$ cat config.mk
export PLATFORM = sky130hd
export DESIGN_NAME = rct_timer
export DESIGN_NICKNAME = d
export VERILOG_FILES = /design/src/verilog/rct_pkg.sv /design/src/verilog/rct_edge_sync.sv /design/src/verilog/rct_pulse_div.sv /design/src/verilog/rct_timer.sv
export SDC_FILE = /design/constraint.sdc
export NUM_CORES = 1
export LEC_CHECK = 0
export ABC_AREA = 0
export BUFFER_PORTS_ARGS = -buffer_cell sky130_fd_sc_hd__clkbuf_2
export CORE_ASPECT_RATIO = 1.5
export CORE_UTILIZATION = 55
export CTS_BUF_LIST = sky130_fd_sc_hd__clkbuf_2 sky130_fd_sc_hd__clkbuf_4 sky130_fd_sc_hd__clkbuf_8
export CTS_CLUSTER_DIAMETER = 120
export DETAILED_ROUTE_END_ITERATION = 7
export PLACE_DENSITY = 0.82
export SETUP_SLACK_MARGIN = 0.15
export SYNTH_ARGS = -nofsm -noshare
export SYNTH_HDL_FRONTEND = slang
export SYNTH_SLANG_ARGS = --single-unit
$ cat constraint.sdc
create_clock -name clk -period 2.8 [get_ports clk]
set_input_delay 0.28 -clock clk [delete_from_list [all_inputs] [get_ports clk]]
set_output_delay 0.28 -clock clk [all_outputs]
set_load 0.01 [all_outputs]
$ cat src/verilog/rct_pkg.sv
// shared constants, register map and state types of the reload capture timer
package rct_pkg;

   // ==========================================
   // register byte addresses on the bus
   localparam logic [7:0] OFF_CNT_L = 8'h00;  // count_low_byte
   localparam logic [7:0] OFF_CNT_H = 8'h04;  // count_high_byte
   localparam logic [7:0] OFF_RLD_L = 8'h08;  // reload_low_byte
   localparam logic [7:0] OFF_RLD_H = 8'h0C;  // reload_high_byte
   localparam logic [7:0] OFF_CTRL = 8'h10;   // timer_control_register
   localparam logic [7:0] OFF_CLOCK_CONTROL_REGISTER = 8'h14;  // clock_control_register
   localparam logic [7:0] OFF_IEN = 8'h18;    // extended_irq_enable_register

   // ==========================================
   // field positions
   localparam int B_TFH = 7;      // high_overflow_flag
   localparam int B_TFL = 6;      // low_overflow_flag
   localparam int B_LEN = 5;      // low_byte_irq_enable
   localparam int B_CEN = 4;      // capture_enable
   localparam int B_SPLIT = 3;    // split_mode_bit
   localparam int B_RUN = 2;      // run_control_bit
   localparam int B_XCLK1 = 1;    // ext_clock_select msb
   localparam int B_XCLK0 = 0;    // ext_clock_select lsb
   localparam int B_SEL_L = 0;    // low_byte_clock_select
   localparam int B_SEL_H = 1;    // high_byte_clock_select
   localparam int B_TIMER_IE = 7; // timer interrupt enable

   // ==========================================
   // encodings, reset values and counts
   localparam logic [1:0] XCLK_DIV12 = 2'h0;   // system_clock / 12
   localparam logic [1:0] XCLK_RTC = 2'h1;     // rtc oscillator
   localparam logic [1:0] XCLK_EXT8 = 2'h3;    // external oscillator / 8
   localparam logic [3:0] SYS_DIV = 4'hC;      // system clock prescale
   localparam logic [3:0] EXT_DIV = 4'h8;      // external oscillator prescale
   localparam logic [15:0] CNT_MAX16 = 16'hFFFF;
   localparam logic [7:0] BYTE_MAX = 8'hFF;
   localparam logic [15:0] RST16 = 16'h0000;
   localparam logic [31:0] RST32 = 32'h0000_0000;

   // ==========================================
   // bus carriers
   typedef struct packed {
      logic hsel;
      logic [31:0] haddr;
      logic [1:0] htrans;
      logic hwrite;
      logic [2:0] hsize;
      logic [31:0] hwdata;
      logic hready;
   } rct_ahb_in_type;

   typedef struct packed {
      logic hreadyout;
      logic hresp;
      logic [31:0] hrdata;
   } rct_ahb_out_type;

   // ==========================================
   // module state records
   typedef struct packed {
      logic [15:0] cnt;     // count_high_byte:count_low_byte
      logic [15:0] rld;     // reload_high_byte:reload_low_byte
      logic tf_h;
      logic tf_l;
      logic len;
      logic cap_en;
      logic split;
      logic run;
      logic [1:0] xclk;
      logic sel_l;
      logic sel_h;
      logic irq_en;
      logic irq;
      logic wr_pend;        // write data phase pending
      logic [7:0] wr_addr;
      logic [31:0] rdata;
   } rct_state_type;

   typedef struct packed {
      logic meta;
      logic stable;
      logic last;
      logic rise;
   } rct_sync_type;

   typedef struct packed {
      logic [3:0] cnt;
      logic out;
   } rct_div_type;

endpackage

$ cat src/verilog/rct_edge_sync.sv
// two-flop synchroniser with a one-cycle rising edge pulse
`timescale 1ns/1ns
module rct_edge_sync
   import rct_pkg::*;
(
   input wire logic clk,
   input wire logic sys_rst,
   input wire logic async_in,
   output logic rise
);

   rct_sync_type st;       // all state
   rct_sync_type next_st;  // next state

   // ==========================================
   // next state
   always_comb begin
      next_st = st;
      next_st.meta = async_in;
      // only the second stage reads the first
      next_st.stable = st.meta;
      next_st.last = st.stable;
      // one pulse per edge, never two
      next_st.rise = st.stable & ~st.last;
   end

   // ==========================================
   // state register
   always_ff @(posedge clk) begin
      if (sys_rst) begin
         st <= '0;
      end else begin
         st <= next_st;
      end
   end

   assign rise = st.rise;

endmodule

$ cat src/verilog/rct_pulse_div.sv
// pulse divider: one output pulse per DIVIDE input pulses
`timescale 1ns/1ns
module rct_pulse_div
   import rct_pkg::*;
#(
   parameter logic [3:0] DIVIDE = EXT_DIV
)
(
   input wire logic clk,
   input wire logic sys_rst,
   input wire logic pulse_in,
   output logic pulse_out
);

   rct_div_type st;       // all state
   rct_div_type next_st;  // next state

   // ==========================================
   // count input pulses
   always_comb begin
      next_st = st;
      next_st.out = 1'b0;
      if (pulse_in) begin
         // last pulse of the group: wrap and emit
         if (st.cnt == DIVIDE - 4'h1) begin
            next_st.cnt = 4'h0;
            next_st.out = 1'b1;
         end else begin
            next_st.cnt = st.cnt + 4'h1;
         end
      end
   end

   // ==========================================
   // state register
   always_ff @(posedge clk) begin
      if (sys_rst) begin
         st <= '0;
      end else begin
         st <= next_st;
      end
   end

   assign pulse_out = st.out;

endmodule

$ cat src/verilog/rct_timer.sv
// reload capture timer: 16-bit / split 8-bit auto-reload and capture, AHB-Lite slave
`timescale 1ns/1ns
module rct_timer
   import rct_pkg::*;
(
   input wire logic clk,
   input wire logic sys_rst,
   input rct_ahb_in_type ahb_in,
   output rct_ahb_out_type ahb_out,
   input wire logic rtc_osc,
   input wire logic ext_osc,
   output logic irq
);

   // ==========================================
   // declarations
   rct_state_type st;        // all registered state
   rct_state_type next_st;   // next state
   logic rtc_rise;           // synchronised rtc rising edge
   logic ext_rise;           // synchronised ext osc rising edge
   logic tick12;             // system_clock / 12 tick
   logic ext8;               // external oscillator / 8 tick
   logic ext_tick;           // selected external tick
   logic tick_l;             // low byte advance tick
   logic tick_h;             // high byte advance tick
   logic trig;               // capture trigger pulse
   logic ovf_l;              // low byte wraps this cycle
   logic ovf_h;              // high byte or 16-bit wraps
   logic cap_set;            // capture load this cycle
   logic wr_cnt_l;           // data phase writes
   logic wr_cnt_h;
   logic wr_rld_l;
   logic wr_rld_h;
   logic wr_ctrl;
   logic wr_any;             // any write to count or reload
   logic addr_ok;            // accepted address phase
   logic [7:0] wdat;         // write byte, low lane only

   // ==========================================
   // source synchronisers
   // sync before use
   rct_edge_sync u_rtc_sync (
      .clk(clk),
      .sys_rst(sys_rst),
      .async_in(rtc_osc),
      .rise(rtc_rise)
   );

   rct_edge_sync u_ext_sync (
      .clk(clk),
      .sys_rst(sys_rst),
      .async_in(ext_osc),
      .rise(ext_rise)
   );

   // ==========================================
   // prescalers
   // system_clock over twelve
   rct_pulse_div #(
      .DIVIDE(SYS_DIV)
   ) u_div12 (
      .clk(clk),
      .sys_rst(sys_rst),
      .pulse_in(1'b1),
      .pulse_out(tick12)
   );

   rct_pulse_div #(
      .DIVIDE(EXT_DIV)
   ) u_div8 (
      .clk(clk),
      .sys_rst(sys_rst),
      .pulse_in(ext_rise),
      .pulse_out(ext8)
   );

   // ==========================================
   // read mux, registered in the address phase
   // unmapped offsets read zero; upper bits always zero
   function automatic logic [31:0] read_word(input rct_state_type s, input logic [7:0] a);
      logic [31:0] w;
      w = RST32;
      case (a)
         OFF_CNT_L: w[7:0] = s.cnt[7:0];
         OFF_CNT_H: w[7:0] = s.cnt[15:8];
         OFF_RLD_L: w[7:0] = s.rld[7:0];
         OFF_RLD_H: w[7:0] = s.rld[15:8];
         OFF_CTRL: w[7:0] = {s.tf_h, s.tf_l, s.len, s.cap_en, s.split, s.run, s.xclk};
         OFF_CLOCK_CONTROL_REGISTER: begin
            w[B_SEL_L] = s.sel_l;
            w[B_SEL_H] = s.sel_h;
         end
         OFF_IEN: w[B_TIMER_IE] = s.irq_en;
         default: w = RST32;
      endcase
      return w;
   endfunction

   // ==========================================
   // clock source selection
   always_comb begin
      case (st.xclk)
         XCLK_DIV12: ext_tick = tick12;
         XCLK_RTC: ext_tick = rtc_rise;
         XCLK_EXT8: ext_tick = ext8;
         // reserved code: byte stops unless on system clock
         default: ext_tick = 1'b0;
      endcase
      // select bit one means system clock
      tick_l = st.sel_l ? 1'b1 : ext_tick;
      tick_h = st.sel_h ? 1'b1 : ext_tick;
      trig = st.xclk[B_XCLK1] ? ext8 : rtc_rise;
   end

   // ==========================================
   // bus decode
   always_comb begin
      // only NONSEQ/SEQ with hready open an access
      addr_ok = ahb_in.hsel & ahb_in.htrans[1] & ahb_in.hready;
      wdat = ahb_in.hwdata[7:0];
      wr_cnt_l = st.wr_pend && (st.wr_addr == OFF_CNT_L);
      wr_cnt_h = st.wr_pend && (st.wr_addr == OFF_CNT_H);
      wr_rld_l = st.wr_pend && (st.wr_addr == OFF_RLD_L);
      wr_rld_h = st.wr_pend && (st.wr_addr == OFF_RLD_H);
      wr_ctrl = st.wr_pend && (st.wr_addr == OFF_CTRL);
      wr_any = wr_cnt_l | wr_cnt_h | wr_rld_l | wr_rld_h;
   end

   // ==========================================
   // next state: counting, writes, capture, flags
   always_comb begin
      next_st = st;
      ovf_l = 1'b0;
      ovf_h = 1'b0;
      cap_set = 1'b0;

      if (!st.split) begin
         // one 16-bit count, low byte clock drives it
         if (st.run && tick_l) begin
            ovf_l = (st.cnt[7:0] == BYTE_MAX);
            if (st.cnt == CNT_MAX16) begin
               ovf_h = 1'b1;
               if (st.cap_en) begin
                  next_st.cnt = RST16;
               end else begin
                  next_st.cnt = st.rld;
               end
            end else begin
               next_st.cnt = st.cnt + 16'h0001;
            end
         end
      end else begin
         // low byte on its own reload
         if (tick_l) begin
            ovf_l = (st.cnt[7:0] == BYTE_MAX);
            next_st.cnt[7:0] = ovf_l ? st.rld[7:0] : st.cnt[7:0] + 8'h01;
         end
         if (st.run && tick_h) begin
            ovf_h = (st.cnt[15:8] == BYTE_MAX);
            next_st.cnt[15:8] = ovf_h ? st.rld[15:8] : st.cnt[15:8] + 8'h01;
         end
      end

      // software writes win over counting
      if (wr_cnt_l) begin
         next_st.cnt[7:0] = wdat;
      end
      if (wr_cnt_h) begin
         next_st.cnt[15:8] = wdat;
      end
      if (wr_rld_l) begin
         next_st.rld[7:0] = wdat;
      end
      if (wr_rld_h) begin
         next_st.rld[15:8] = wdat;
      end
      if (wr_ctrl) begin
         next_st.tf_h = wdat[B_TFH];
         next_st.tf_l = wdat[B_TFL];
         next_st.len = wdat[B_LEN];
         next_st.cap_en = wdat[B_CEN];
         next_st.split = wdat[B_SPLIT];
         next_st.run = wdat[B_RUN];
         next_st.xclk = wdat[B_XCLK1:B_XCLK0];
      end
      if (st.wr_pend && (st.wr_addr == OFF_CLOCK_CONTROL_REGISTER)) begin
         next_st.sel_l = wdat[B_SEL_L];
         next_st.sel_h = wdat[B_SEL_H];
      end
      if (st.wr_pend && (st.wr_addr == OFF_IEN)) begin
         next_st.irq_en = wdat[B_TIMER_IE];
      end

      // trig is a one-cycle edge pulse
      if (st.cap_en && trig) begin
         cap_set = 1'b1;
         // capture beats a reload write in the same cycle
         next_st.rld = st.cnt;
      end

      // hardware only sets, set beats clear
      next_st.tf_h = next_st.tf_h | ovf_h | cap_set;
      next_st.tf_l = next_st.tf_l | ovf_l;

      next_st.irq = next_st.irq_en & (next_st.tf_h | (next_st.tf_l & next_st.len));

      // address phase capture; reads sampled here
      next_st.wr_pend = addr_ok & ahb_in.hwrite;
      next_st.wr_addr = ahb_in.haddr[7:0];
      if (addr_ok && !ahb_in.hwrite) begin
         next_st.rdata = read_word(st, ahb_in.haddr[7:0]);
      end
   end

   // ==========================================
   // state register
   always_ff @(posedge clk) begin
      if (sys_rst) begin
         st <= '0;
      end else begin
         st <= next_st;
      end
   end

   // ==========================================
   // outputs: zero wait states, always OKAY
   always_comb begin
      ahb_out.hreadyout = 1'b1;
      ahb_out.hresp = 1'b0;
      ahb_out.hrdata = st.rdata;
   end

   assign irq = st.irq;

   // ==========================================
   // checks
   // no self clear
   flag_sticky_a: assert property (@(posedge clk) disable iff (sys_rst)
      (st.tf_h && !wr_ctrl) |=> st.tf_h)
      else $error("high flag cleared without a software write");

   wrap_reload_a: assert property (@(posedge clk) disable iff (sys_rst)
      (!st.split && !st.cap_en && st.run && tick_l && st.cnt == CNT_MAX16 && !wr_any)
      |=> (st.cnt == $past(st.rld)) && st.tf_h)
      else $error("16-bit wrap did not load reload value");

   cap_free_a: assert property (@(posedge clk) disable iff (sys_rst)
      (!st.split && st.cap_en && st.run && tick_l && st.cnt == CNT_MAX16 && !wr_any && !trig)
      |=> st.cnt == RST16)
      else $error("capture mode count did not wrap to zero");

   irq_high_a: assert property (@(posedge clk) disable iff (sys_rst)
      (st.tf_h && st.irq_en) |-> irq)
      else $error("enabled high flag gave no interrupt");

   irq_low_a: assert property (@(posedge clk) disable iff (sys_rst)
      (st.tf_l && !st.tf_h) |-> (irq == (st.irq_en && st.len)))
      else $error("low byte interrupt enable not honoured");

   split_low_a: assert property (@(posedge clk) disable iff (sys_rst)
      (st.split && !st.run && st.sel_l && !wr_any && st.cnt[7:0] != BYTE_MAX)
      |=> (st.cnt[7:0] == $past(st.cnt[7:0]) + 8'h01) && $stable(st.cnt[15:8]))
      else $error("split low byte stalled or high byte ran");

   split_wrap_a: assert property (@(posedge clk) disable iff (sys_rst)
      (st.split && tick_l && st.cnt[7:0] == BYTE_MAX && !wr_any)
      |=> (st.cnt[7:0] == $past(st.rld[7:0])) && st.tf_l)
      else $error("split low wrap did not reload or flag");

   capture_load_a: assert property (@(posedge clk) disable iff (sys_rst)
      (st.cap_en && trig) |=> (st.rld == $past(st.cnt)) && st.tf_h)
      else $error("capture did not copy count into reload");

   trig_once_a: assert property (@(posedge clk) disable iff (sys_rst)
      rtc_rise |=> !rtc_rise)
      else $error("rtc edge gave more than one pulse");

   tick_space_a: assert property (@(posedge clk) disable iff (sys_rst)
      tick12 |=> !tick12 [*8])
      else $error("system clock prescaler ticks too close");

   // exact twelve cycle period, catches a wrong divide value
   tick_period_a: assert property (@(posedge clk) disable iff (sys_rst)
      tick12 |-> ##12 tick12)
      else $error("system clock prescaler period is not twelve");

   // split high byte wrap reloads and flags
   split_high_a: assert property (@(posedge clk) disable iff (sys_rst)
      (st.split && st.run && tick_h && st.cnt[15:8] == BYTE_MAX && !wr_any)
      |=> (st.cnt[15:8] == $past(st.rld[15:8])) && st.tf_h)
      else $error("split high wrap did not reload or flag");

   // low byte wrap in 16-bit mode feeds the low request
   low_flag16_a: assert property (@(posedge clk) disable iff (sys_rst)
      (!st.split && st.run && tick_l && st.cnt[7:0] == BYTE_MAX) |=> st.tf_l)
      else $error("16-bit low byte wrap did not set its flag");

endmodule
======== Yosys cells after proc, flatten, opt, wreduce, memory -nomap -nowiden ========
Index checks and enable logic that the tools add are counted.
storage, ports and cells
  output and inout port bits .............. 35
  logic and storage cells ................. 126
  bits of input ports ..................... 76
  bits in registers ....................... 79
cells by class
  mux-type cells .......................... 33
  $add $sub $neg .......................... 5
  reduce and logical (&&, ||, !) cells .... 23
  equality and inequality tests ........... 21
  bitwise gates (word level) .............. 14
operator list
  operator                 count
  $mux W16                 5
  $mux W8                  9
  $eq A8 B5 Y1 const B     6
  $eq A8 B4 Y1 const B     4
  $pmux W5 S5              1
  $add A16 B1 Y16 const B  1
  $add A8 B1 Y8 const B    2
  $eq A16 B16 Y1 const B   1
  $eq A8 B3 Y1 const B     2
  $eq A8 B8 Y1 const B     2
  $logic_not A8 Y1         2
  $mux W1                  14
  $pmux W2 S6              1
  $logic_and A1 B1 Y1      11
  $add A4 B1 Y4 const B    2
  $and A1 B1 Y1            7
  $ne A3 B1 Y1 const B     2
  $pmux W1 S6              1
  $reduce_bool A3 Y1       2
  $eq A4 B3 Y1 const B     1
  $eq A4 B4 Y1 const B     1
  $mux W4                  1
  $or A1 B1 Y1             4
  $reduce_and A2 Y1        2
  other kinds (8)          12

======== Longest topological paths before layout ========
Gate-level depths: netlist of run 1.
  depth after elaboration ................. 10
  depth in mapped cells ................... 9
  gate-level depth less buffers ........... 7

======== Hierarchy ========
From an unflattened synthesis of run 1, not the netlist that was laid out.
second synthesis, totals
  cells, all modules ...................... 518
  area total of the unflattened synthesis .. 4,415.5 um^2
modules (own cells, without submodules)
  module                    cells an instance  area each (um^2)  instances  sequential area each (um^2)
  rct_timer                 459                3,748.6           1          1,221.2
  rct_pulse_div at u_div8   20                 224.0             1          100.1
  rct_edge_sync             8                  111.4             2          80.1
  rct_pulse_div at u_div12  23                 220.2             1          100.1

======== Worst setup path after synthesis of run 1 ========
Ideal clock, no wire load.
  path type ............................... flip-flop to flip-flop
  from .................................... register st[77] (netlist bit)
  to ...................................... register st[82] (netlist bit)
  arrival ................................. 1.828 ns
  cell stages (with the launch flop) ...... 9
  period minus slack after synthesis ...... 1.958 ns
  setup time .............................. 0.130 ns
  path buffers ............................ 2
  data required time ...................... 2.670 ns
  setup slack ............................. 0.842 ns
  cell sequence ........................... dfxtp_1 -> ha_1 -> clkbuf_1 -> nand3_1 -> nor2_1 -> buf_2 -> a21oi_1 -> a2111oi_0 -> o31ai_1
on the way
  cells in the longest elaborated chain, start to end .. 5
  elaborated cells between the ends (all ways) .. 10
  classes of those cells .................. add/sub: 2; eq/ne: 2; mux: 6
ends and longest elaborated chain
  item                                           line                                text
  start: declaration                             rct_timer.sv:17                     rct_state_type st;
  start signal: assignment                       rct_timer.sv:221                    st <= next_st;
  $add A16 B1 Y16, or another cell as far along  rct_timer.sv:149                    next_st.cnt = st.cnt + 16'h0001;
  $mux W16 or $mux W8 (tied branches)            rct_timer.sv:141, rct_timer.sv:160
  $mux W16 or $mux W8 (tied branches)            rct_timer.sv:139, rct_timer.sv:158
  $mux W16 *                                     rct_timer.sv:137                    if (!st.split) begin
  $mux W8 *                                      rct_timer.sv:168                    if (wr_cnt_h) begin
Mark *: on every way between the ends. The rest lies on a longest branch, timed or not. The select of a mux whose other input is x is not followed.
A chain may end at the register's enable or synchronous reset.

======== Worst setup path after layout of run 1 ========
  from .................................... register st[69] (netlist bit)
  to ...................................... register st[82] (netlist bit)
on the way
  cells in the longest elaborated chain, start to end .. 5
  elaborated cells between the ends (all ways) .. 6
  classes of those cells .................. add/sub: 1; eq/ne: 1; mux: 4
ends and longest elaborated chain
  item                                               line                                text
  $add A16 B1 Y16 or $eq A16 B16 Y1 (tied branches)  rct_timer.sv:149, rct_timer.sv:141
  $mux W16 *                                         rct_timer.sv:141                    if (st.cnt == CNT_MAX16) begin
  $mux W16 *                                         rct_timer.sv:139                    if (st.run && tick_l) begin
  $mux W16 *                                         rct_timer.sv:137
  $mux W8 *                                          rct_timer.sv:168
Marks and branches as above.

==> results.toml, run 1 <==
[logic_synthesis]
synth_area_mm2 = 0.00447
synth-seq-area-share = 0.354
synth_ff_type = "dfxtp_1"
synth.distinct_cells = 69
ys_seq_elements = 79
synth-edff-count = 0
ys.warnings.count = 0
syn_avg_cell_area_um2 = 8.50
synth-async-reset-ratio = 0
synthCells = 526

[timing]
finalSetupTns_ns = 0
hold_ws_ns = 0.130
slew-limit-headroom = 0.394
finalMaxSlewViolations = 0
rsz0062_at_grt = "no"
finalSetupViolations = 0
tightest_slew_ns = 0.902
final_hold_viol_count = 0
clock_skew_ns = 0.0115
min_period_ns = 2.30
fin_crit_sh = 0.821
fmax_mhz = 435

[detailed_routing]
wl_mm = 11.3
drcViolationCount = 0
num_vias = 3939
dr.pass1.iters = 6
avgViaCountPerCell = 6.10
drtAntennaViolNets = 0
first_iter_violations = 274
drt-wirelength-per-cell_um = 17.5

[grt]
grt_start_max_net_pins = 38
grt_pass1_vias = 3667
gr-usage-all-layers = 0.281
gr-total-overflow = 0
grt_antenna_before_repair = 0
grt_pass1_wl_mm = 17.7

[power_and_ir_drop]
p_per_area_mw_per_mm2 = 478
p_leak_nw = 1.86
irDropWorstVdd_mv = 0.397

[setup_path]
crit_slowest_cell = "a2111oi_0"
worstPathArrival_ns = 2.51
endpoint_kind = "register"
cp-startpoint = "st[69]"
cp_cell_sequence = "ha_1 -> nand4_1 -> nor2_1 -> buf_4 -> a21oi_1 -> a2111oi_0 -> o31ai_1"
cp_slowest_stage_delay_ns = 0.50
worstPathMaxFanout = 8
cp.required_ns = 3.02
worstSetupPathType = "register to register"
reg2reg_from = "st[69]"
cp_top_family = "compound AO/OA/AOI/OAI gates"
crit_buf_inv = 1
startpoint_type = "register"

[floorplanning]
start_util = 0.577
dieArea_mm2 = 0.00851
dieWidth_um = 75.6
row_count = 39
fp.dieH_um = 112
ios = 111
core-area_mm2 = 0.00776

[clock_tree]
cts-buffers-inserted = 9
cts.sinks = 79
hold_buffers = 0
clkSlewWorstSetupHoldPaths_ns = 0.08
cts_buffer_depth = 2
cts_setup_buffers = 0
cts_resized = 0
cts_tree = "yes"
root_buffer = "clkbuf_8"
cts-htree-levels = 3
clk_latency_ns = 0.36

[run]
drv_cap = 0

[layout]
multi_input_area_mm2 = 0.00255
drive_above_1_share = 0.156
syn_to_final_growth_pct = 6.97
nNetsFinal = 621
nFillCells = 685
regArea_mm2 = 0.00158
diodes = 0

[placed_design]
globalplace.congestion = 0.909
dp_hpwl_mm = 8.21
io_buffer_count = 32

[hold_path]
hp-class = "primary input to register"
min-delay-start = "rtc_osc"

[run_status]
status = "finished, final reports clean"
==> cells in the mapped netlist, types with 4 or more instances <==
cell type / instances / area, µm²
dfxtp_1: 79 / 1580
nor2_1: 71 / 267
buf_4: 38 / 285
nand2_1: 34 / 128
mux2i_1: 33 / 330
a21oi_1: 26 / 130
nor2b_1: 20 / 125
a211oi_1: 19 / 143
nand3_1: 14 / 70.1
clkbuf_1: 13 / 48.8
o21ai_0: 13 / 65.1
buf_2: 12 / 60.1
and3_1: 10 / 62.6
a22oi_1: 9 / 67.6
nor3_1: 9 / 45.0
a221oi_1: 8 / 70.1
xnor2_1: 7 / 61.3
a311oi_1: 5 / 43.8
inv_1: 5 / 18.8
nand3b_1: 5 / 37.5
nand4_1: 5 / 31.3
a31oi_1: 4 / 25.0
ha_1: 4 / 50.1
nor3b_1: 4 / 30.0
or3_1: 4 / 25.0
xor2_1: 4 / 35.0
==> worst paths after layout <==
path	slack, ns	cells after the start	to
worst min register to register	0.39	1	u_ext_sync.rise
worst min-delay path	0.13	2	u_rtc_sync.next_st[2]
worst max register to register	0.50	7	st[82]
worst max-delay path	0.50	7	st[82]
==> layout make-up <==
class	count	area share
Clock buffer	9	0.0259
Tap cell	102	0.0267
Multi-Input combinational cell	399	0.533
Clock inverter	5	0.0225
Timing Repair Buffer	47	0.0570
Sequential cell	79	0.331
Inverter	5	0.00392
==> worst register-to-register path: stages, from the launching register on <==
cell	delay [ns]
dfxtp_1	0.47
ha_1	0.31
nand4_1	0.16
nor2_1	0.24
buf_4	0.21
a21oi_1	0.13
a2111oi_0	0.50
o31ai_1	0.14
==> through the flow <==
stage / area [µm²] / cells / util / setup WS, ns / power [W]
after floorplan: 4560 / 550 / - / 0.842 / 0.00129
after global placement: 4550 / 632 / 0.587 / 0.636 / 0.00130
after detailed placement: 4550 / 632 / 0.587 / 0.585 / 0.00131
after CTS: 4780 / 646 / 0.617 / 0.569 / 0.00229
after global routing: 4780 / 646 / 0.617 / 0.398 / 0.00236
final: 4780 / 646 / 0.617 / 0.502 / 0.00229
==> logic make-up (layout without fill, tap and decap cells) <==
logic type	Yosys count	count (layout)	synth area share
AO/OA/AOI/OAI	118	118	0.187
other	2	26	0.00168
flip-flops	79	79	0.354
XOR/XNOR	11	11	0.0215
AND/OR/NAND/NOR	203	203	0.243
multiplexers	37	37	0.0864
buffers and inverters	72	66	0.0959
adder cells (fa/ha/maj)	4	4	0.0112
==> report_power, final <==
group	switching (W)	internal, W
Combinational	0.0000819	0.0000431
Clock	0.000417	0.000587
Sequential	0.0000149	0.00114
==> state kept, by name (all words and copies together), names as in the netlist, 2 cells and up <==
register / flops
st: 52
u_ext_sync.next_st: 2
u_div12.st: 4
u_div8.st: 4
u_rtc_sync.next_st: 2
ahb_out: 8
==> layer usage <==
metal | routed length (µm) | vias up | global-route usage
met5 | 0 | - | 0
met4 | 650 | 0 | 0.178
met3 | 572 | 46 | 0.0566
met2 | 5670 | 181 | 0.463
met1 | 4410 | 1842 | 0.321
li1 | - | 1870 | -
==> layout by cell type, fill, tap and decap left out, types with 5 or more instances in the layout <==
master and instances:
nand3b_1 5, xnor2_1 7, and3_1 10, a311oi_1 5, nor2b_1 20, inv_1 5
a21oi_1 26, nand3_1 14, clkbuf_2 32, nand2_1 34, conb_1 26, nor3_1 9
o21ai_0 13, mux2i_1 33, nor2_1 71, a211oi_1 19, buf_4 15, dfxtp_1 79
nand4_1 5, clkbuf_8 9, a221oi_1 8, a22oi_1 9
(Power assumes the default switching activity.)
==> run 2: changes to the inputs <==
--- a/config.mk
+++ b/config.mk
@@ -8,11 +8,11 @@
 export ABC_AREA = 0
 export BUFFER_PORTS_ARGS = -buffer_cell sky130_fd_sc_hd__clkbuf_2
 export CORE_ASPECT_RATIO = 1.5
-export CORE_UTILIZATION = 55
+export CORE_UTILIZATION = 50
 export CTS_BUF_LIST = sky130_fd_sc_hd__clkbuf_2 sky130_fd_sc_hd__clkbuf_4 sky130_fd_sc_hd__clkbuf_8
 export CTS_CLUSTER_DIAMETER = 120
 export DETAILED_ROUTE_END_ITERATION = 7
-export PLACE_DENSITY = 0.82
+export PLACE_DENSITY = 0.79
 export SETUP_SLACK_MARGIN = 0.15
 export SYNTH_ARGS = -nofsm -noshare
 export SYNTH_HDL_FRONTEND = slang
==> constraint.sdc (replaced) <==
create_clock -name clk -period 2 [get_ports clk]
set_input_delay 0.2 -clock clk [delete_from_list [all_inputs] [get_ports clk]]
set_output_delay 0.2 -clock clk [all_outputs]
set_load 0.01 [all_outputs]
==> run 2 against run 1 <==
Design area rose by 10%. Combinational power rose by 54%. Global-route usage fell by 1.8 points. Maximum frequency rose by 21%. Non-clock buffer count rose by 38. Via count rose by 9.3%. Sequential share of layout area fell by 2.7 points. Total power rose by 33%. Clock-buffer cell count rose by 3.
==> results.toml, run 2 (synthesis gave the netlist of run 1 again) <==
[run_status]
status = "finished, final reports clean"

[grt]
grt_start_max_net_pins = 80
grt_antenna_before_repair = 0
grt_pass1_vias = 4056
gr-usage-all-layers = 0.263
gr-total-overflow = 0
grt_pass1_wl_mm = 19.2

[hold_path]
hp-class = "primary input to register"
min-delay-start = "ext_osc"

[placed_design]
globalplace.congestion = 0.939
post-place-cells = 662
pre_cts_ws_ns = 0.0406
dp_hpwl_mm = 8.67
placed_area_mm2 = 0.00476
io_buffer_count = 32

[power_and_ir_drop]
power.share.clock = 0.406
irDropWorstVdd_mv = 0.523
pwr-share-seq = 0.530
power.switching_w = 0.000742
p_int_w = 0.00231
p_leak_nw = 2.10
p_per_area_mw_per_mm2 = 579
finalPower_w = 0.00305
switching_share = 0.243
p_comb_frac = 0.063

[timing]
tightest_slew_ns = 0.615
rsz0062_at_grt = "yes"
slew-limit-headroom = 0.590
fin_crit_sh = 0.949
final_hold_viol_count = 0
finalMaxSlewViolations = 0
fmax_mhz = 527
finalSetupViolations = 0
clock_skew_ns = 0.0152
min_period_ns = 1.90
finalSetupTns_ns = 0
setup_slack_ns = 0.101

[setup_path]
cp.required_ns = 2.23
crit_buf_inv = 2
cp_slowest_stage_delay_ns = 0.40
reg2reg_from = "st[77]"
cp_top_family = "compound AO/OA/AOI/OAI gates"
crit_slowest_cell = "or3_1"
worstSetupPathType = "register to register"
startpoint_type = "register"
cp_cell_sequence = "ha_4 -> buf_6 -> inv_1 -> or3_1 -> a21oi_1 -> mux2i_1 -> o211ai_1 -> a31oi_1"
worstPathArrival_ns = 2.13
worstPathMaxFanout = 6
endpoint_kind = "register"
cp-startpoint = "st[77]"

[floorplanning]
row_count = 41
dieArea_mm2 = 0.00934
ios = 111
dieWidth_um = 79.2
fp.dieH_um = 118
start_util = 0.522
core-area_mm2 = 0.00857

[layout]
multi_input_area_mm2 = 0.00273
diodes = 0
final_cell_mix = "dfxtp_1 (69), nor2_1 (68), buf_4 (47), nand2_1 (34), clkbuf_2 (32)"
syn_to_final_growth_pct = 17.8
instances_no_fill = 691
nFillCells = 716
mostFrequentLayoutCell = "dfxtp_1"
top_register = "st"
regArea_mm2 = 0.00160
nNetsFinal = 659
stdcell_area_mm2 = 0.00527
largest_reg_flops = 52
drive_above_1_share = 0.272

[clock_tree]
cts-htree-levels = 3
clk_latency_ns = 0.36
root_buffer = "clkbuf_8"
cts_buffer_depth = 2
clkSlewWorstSetupHoldPaths_ns = 0.09
cts-buffers-inserted = 9
cts.sinks = 79
cts_tree = "yes"

[run]
drv_cap = 0

[detailed_routing]
num_vias = 4306
dr.pass1.iters = 5
wl_mm = 12.8
drtAntennaViolNets = 0
first_iter_violations = 440
drt-wirelength-per-cell_um = 18.6
avgViaCountPerCell = 6.23
drcViolationCount = 0
## run 2: cell types whose count changed in the layout (fill, tap and decap cells not counted), sizes merged
cell      delta
clkinv       +1
bufinv       -2
clkbuf       +3
buf         +38
inv          -1
clkinvlp     +1
## run 2: area by class of cell
class / instances / share of cell area
clock buffer: 12 / 0.0290
clock inverter: 4 / 0.0105
inverter: 5 / 0.00356
multi-input combinational: 399 / 0.517
sequential: 79 / 0.304
tap: 107 / 0.0254
timing repair buffer: 85 / 0.111
## run 2: final timing paths
| path | slack, ns | cells after the start | endpoint |
|---|---|---|---|
| worst max-delay path | 0.10 | 8 | st[79] |
| worst min-delay path | 0.05 | 2 | u_ext_sync.next_st[2] |
| worst max register to register | 0.10 | 8 | st[79] |
| worst min register to register | 0.39 | 1 | u_rtc_sync.rise |
## run 2: worst reg2reg max path: stages, from the launching register on
cell	delay (ns)
dfxtp_2	0.38
ha_4	0.15
buf_6	0.12
inv_1	0.05
or3_1	0.40
a21oi_1	0.18
mux2i_1	0.13
o211ai_1	0.25
a31oi_1	0.12
## run 2: what timing repair did
| action | 4_1_cts | 5_1_grt |
|---|---|---|
| setup endpoints to repair | 10 | 21 |
| gates resized for setup | 6 | 45 |
| gates cloned | 0 | 1 |
| pin swaps | 1 | 11 |
| buffers inserted | 0 | 12 |
| hold buffers | 0 | 0 |
## run 2: power groups by stage
stage | Sequential [W] | Combinational (W) | Clock [W]
4_1_cts | 0.00162 | 0.000180 | 0.00125
6_report | 0.00162 | 0.000193 | 0.00124
5_1_grt | 0.00162 | 0.000207 | 0.00132
2_1_floorplan | 0.00165 | 0.000152 | 0
3_3_place_gp | 0.00165 | 0.000174 | 0
3_5_place_dp | 0.00166 | 0.000179 | 0
## run 2: routing by layer
layer / vias up / global-route usage / wire length [µm]
met5: - / 0 / 0
met3: 90 / 0.0411 / 863
met4: 0 / 0.184 / 918
met1: 2025 / 0.280 / 4510
li1: 1948 / - / -
met2: 243 / 0.461 / 6550
## run 2: stage by stage
| step | hold WS (ns) | util |
|---|---|---|
| after floorplan | 0.328 | - |
| final | 0.0534 | 0.615 |
| after global routing | 0.0418 | 0.615 |
| after detailed placement | 0.379 | 0.556 |
| after CTS | 0.0466 | 0.582 |
| after global placement | 0.373 | 0.556 |
==> run 3: changes to the inputs <==
--- a/config.mk
+++ b/config.mk
@@ -8,11 +8,11 @@
 export ABC_AREA = 0
 export BUFFER_PORTS_ARGS = -buffer_cell sky130_fd_sc_hd__clkbuf_2
 export CORE_ASPECT_RATIO = 1.5
-export CORE_UTILIZATION = 50
+export CORE_UTILIZATION = 55
 export CTS_BUF_LIST = sky130_fd_sc_hd__clkbuf_2 sky130_fd_sc_hd__clkbuf_4 sky130_fd_sc_hd__clkbuf_8
 export CTS_CLUSTER_DIAMETER = 120
 export DETAILED_ROUTE_END_ITERATION = 7
-export PLACE_DENSITY = 0.79
+export PLACE_DENSITY = 0.82
 export SETUP_SLACK_MARGIN = 0.15
 export SYNTH_ARGS = -nofsm -noshare
 export SYNTH_HDL_FRONTEND = slang
==> constraint.sdc (replaced) <==
create_clock -name clk -period 2.1 [get_ports clk]
set_input_delay 0.21 -clock clk [delete_from_list [all_inputs] [get_ports clk]]
set_output_delay 0.21 -clock clk [all_outputs]
set_load 0.01 [all_outputs]
==> run 3 against run 2 <==
Utilization rose by 4.3 points. Register-to-register slack improved by 0.09 ns. Combinational power fell by 7%. Final cell count fell by 1.9%. Global-route usage rose by 3.2 points. Die area fell by 8.9%. Non-clock buffer count fell by 8. Critical path depth fell by 2. Via count fell by 4.9%. Clock skew fell by 0.0054 ns.
==> results.toml, run 3 (synthesis gave the netlist of run 1 again) <==
[clock_tree]
cts_buffer_depth = 2
cts_tree = "yes"
cts-buffers-inserted = 9
clkSlewWorstSetupHoldPaths_ns = 0.08
cts.sinks = 79
cts-htree-levels = 3
hold_buffers = 0
root_buffer = "clkbuf_8"
clk_latency_ns = 0.36

[power_and_ir_drop]
p_per_area_mw_per_mm2 = 584
p_comb_frac = 0.060
finalPower_w = 0.00298
irDropWorstVdd_mv = 0.493
switching_share = 0.237
power.switching_w = 0.000707
p_leak_nw = 2.03
power.share.clock = 0.423
p_int_w = 0.00228
pwr-share-seq = 0.517

[layout]
drive_above_1_share = 0.231
nNetsFinal = 651
syn_to_final_growth_pct = 14.2
nFillCells = 650
diodes = 0
largest_reg_flops = 52
top_register = "st"
final_cell_mix = "dfxtp_1 (75), nor2_1 (69), buf_4 (43), nand2_1 (34), clkbuf_2 (32)"
mostFrequentLayoutCell = "dfxtp_1"

[timing]
clock_skew_ns = 0.00985
rsz0062_at_grt = "yes"
finalMaxSlewViolations = 0
tightest_slew_ns = 0.895
final_hold_viol_count = 0
hold_ws_ns = 0.0623
finalSetupViolations = 0
slew-limit-headroom = 0.403
min_period_ns = 1.91
setup_slack_ns = 0.190
fin_crit_sh = 0.910
fmax_mhz = 523

[floorplanning]
row_count = 39
core-area_mm2 = 0.00776
dieArea_mm2 = 0.00851
ios = 111
start_util = 0.577
fp.dieH_um = 112
dieWidth_um = 75.6

[run_status]
status = "finished, final reports clean"

[detailed_routing]
dr.pass1.iters = 4
drtAntennaViolNets = 0
drt-wirelength-per-cell_um = 17.5
avgViaCountPerCell = 6.04
first_iter_violations = 277
drcViolationCount = 0
num_vias = 4097
wl_mm = 11.8

[setup_path]
reg2reg_from = "st[71]"
reg2reg_depth = 6
cp.required_ns = 2.31
worstSetupPathType = "register to register"
cp-startpoint = "st[71]"
worstPathArrival_ns = 2.12
worstPathMaxFanout = 9
startpoint_type = "register"
endpoint_kind = "register"

[placed_design]
dp_hpwl_mm = 8.71
globalplace.congestion = 0.928
pre_cts_ws_ns = -0.00537
io_buffer_count = 32

[grt]
grt_antenna_before_repair = 0
gr-usage-all-layers = 0.295
gr-total-overflow = 0
grt_pass1_vias = 3897
grt_pass1_wl_mm = 18.7
grt_start_max_net_pins = 41

[hold_path]
min-delay-start = "rtc_osc"
whs_path_depth = 2
hp-class = "primary input to register"

[run]
drv_cap = 0
==> run 3: changes by cell type in the layout (fill, tap and decap cells not counted), moves of 3 or more <==
| cell | delta |
|---|---|
| dfxtp_1 | +6 |
| dfxtp_2 | -5 |
| buf_4 | -4 |
| buf_6 | -3 |
| mux2i_4 | -3 |
==> run 3: final timing paths <==
path / endpoint / slack [ns]
worst max register to register: st[82] / 0.19
worst min-delay path: u_rtc_sync.next_st[2] / 0.06
worst max-delay path: st[82] / 0.19
worst min register to register: u_rtc_sync.rise / 0.39
==> run 3: power by group through the flow <==
stage	clock network (W)	logic (W)	registers (W)
2_1_floorplan	0	0.000145	0.00157
3_3_place_gp	0	0.000170	0.00157
4_1_cts	0.00129	0.000176	0.00154
6_report	0.00126	0.000179	0.00154
5_1_grt	0.00136	0.000195	0.00155
3_5_place_dp	0	0.000175	0.00158
==> run 3: worst max-delay path: stages (launching register included) <==
cell and delay, ns:
dfxtp_1 0.48, nand4_1 0.26, nor3_4 0.24, nand2_1 0.11, xnor2_1 0.15, a2111oi_2 0.40, o31ai_1 0.12
==> run 3: per-layer routing <==
| metal | track usage | part of all wire | up-vias |
|---|---|---|---|
| li1 | - | - | 1941 |
| met1 | 0.307 | 0.37 | 1928 |
| met2 | 0.483 | 0.51 | 167 |
| met3 | 0.0763 | 0.053 | 61 |
| met4 | 0.235 | 0.067 | 0 |
| met5 | 0 | 0 | - |
==> run 3: what timing repair did <==
action | CTS | global route
buffers inserted | 0 | 5
endpoints found under the setup margin | 6 | 14
pin swaps | 1 | 4
gates resized for setup | 6 | 22
==> run 3: metrics by stage <==
step	util	TNS (ns)	area [µm²]	instances
global route	0.658	0	5110	678
finish	0.658	0	5110	678
CTS	0.644	0	5000	673
global placement	0.613	0	4750	657
floorplan	-	0	4560	550
detailed placement	0.613	-0.00537	4750	657
==> run 3: area by class of cell <==
class,count,area (µm²),area share
Multi-Input combinational cell,399,2630,0.516
Sequential cell,79,1590,0.311
Timing Repair Buffer,77,514,0.101
Clock buffer,10,131,0.0257
Tap cell,102,128,0.0250
Clock inverter,6,92.6,0.0181
Inverter,5,18.8,0.00367
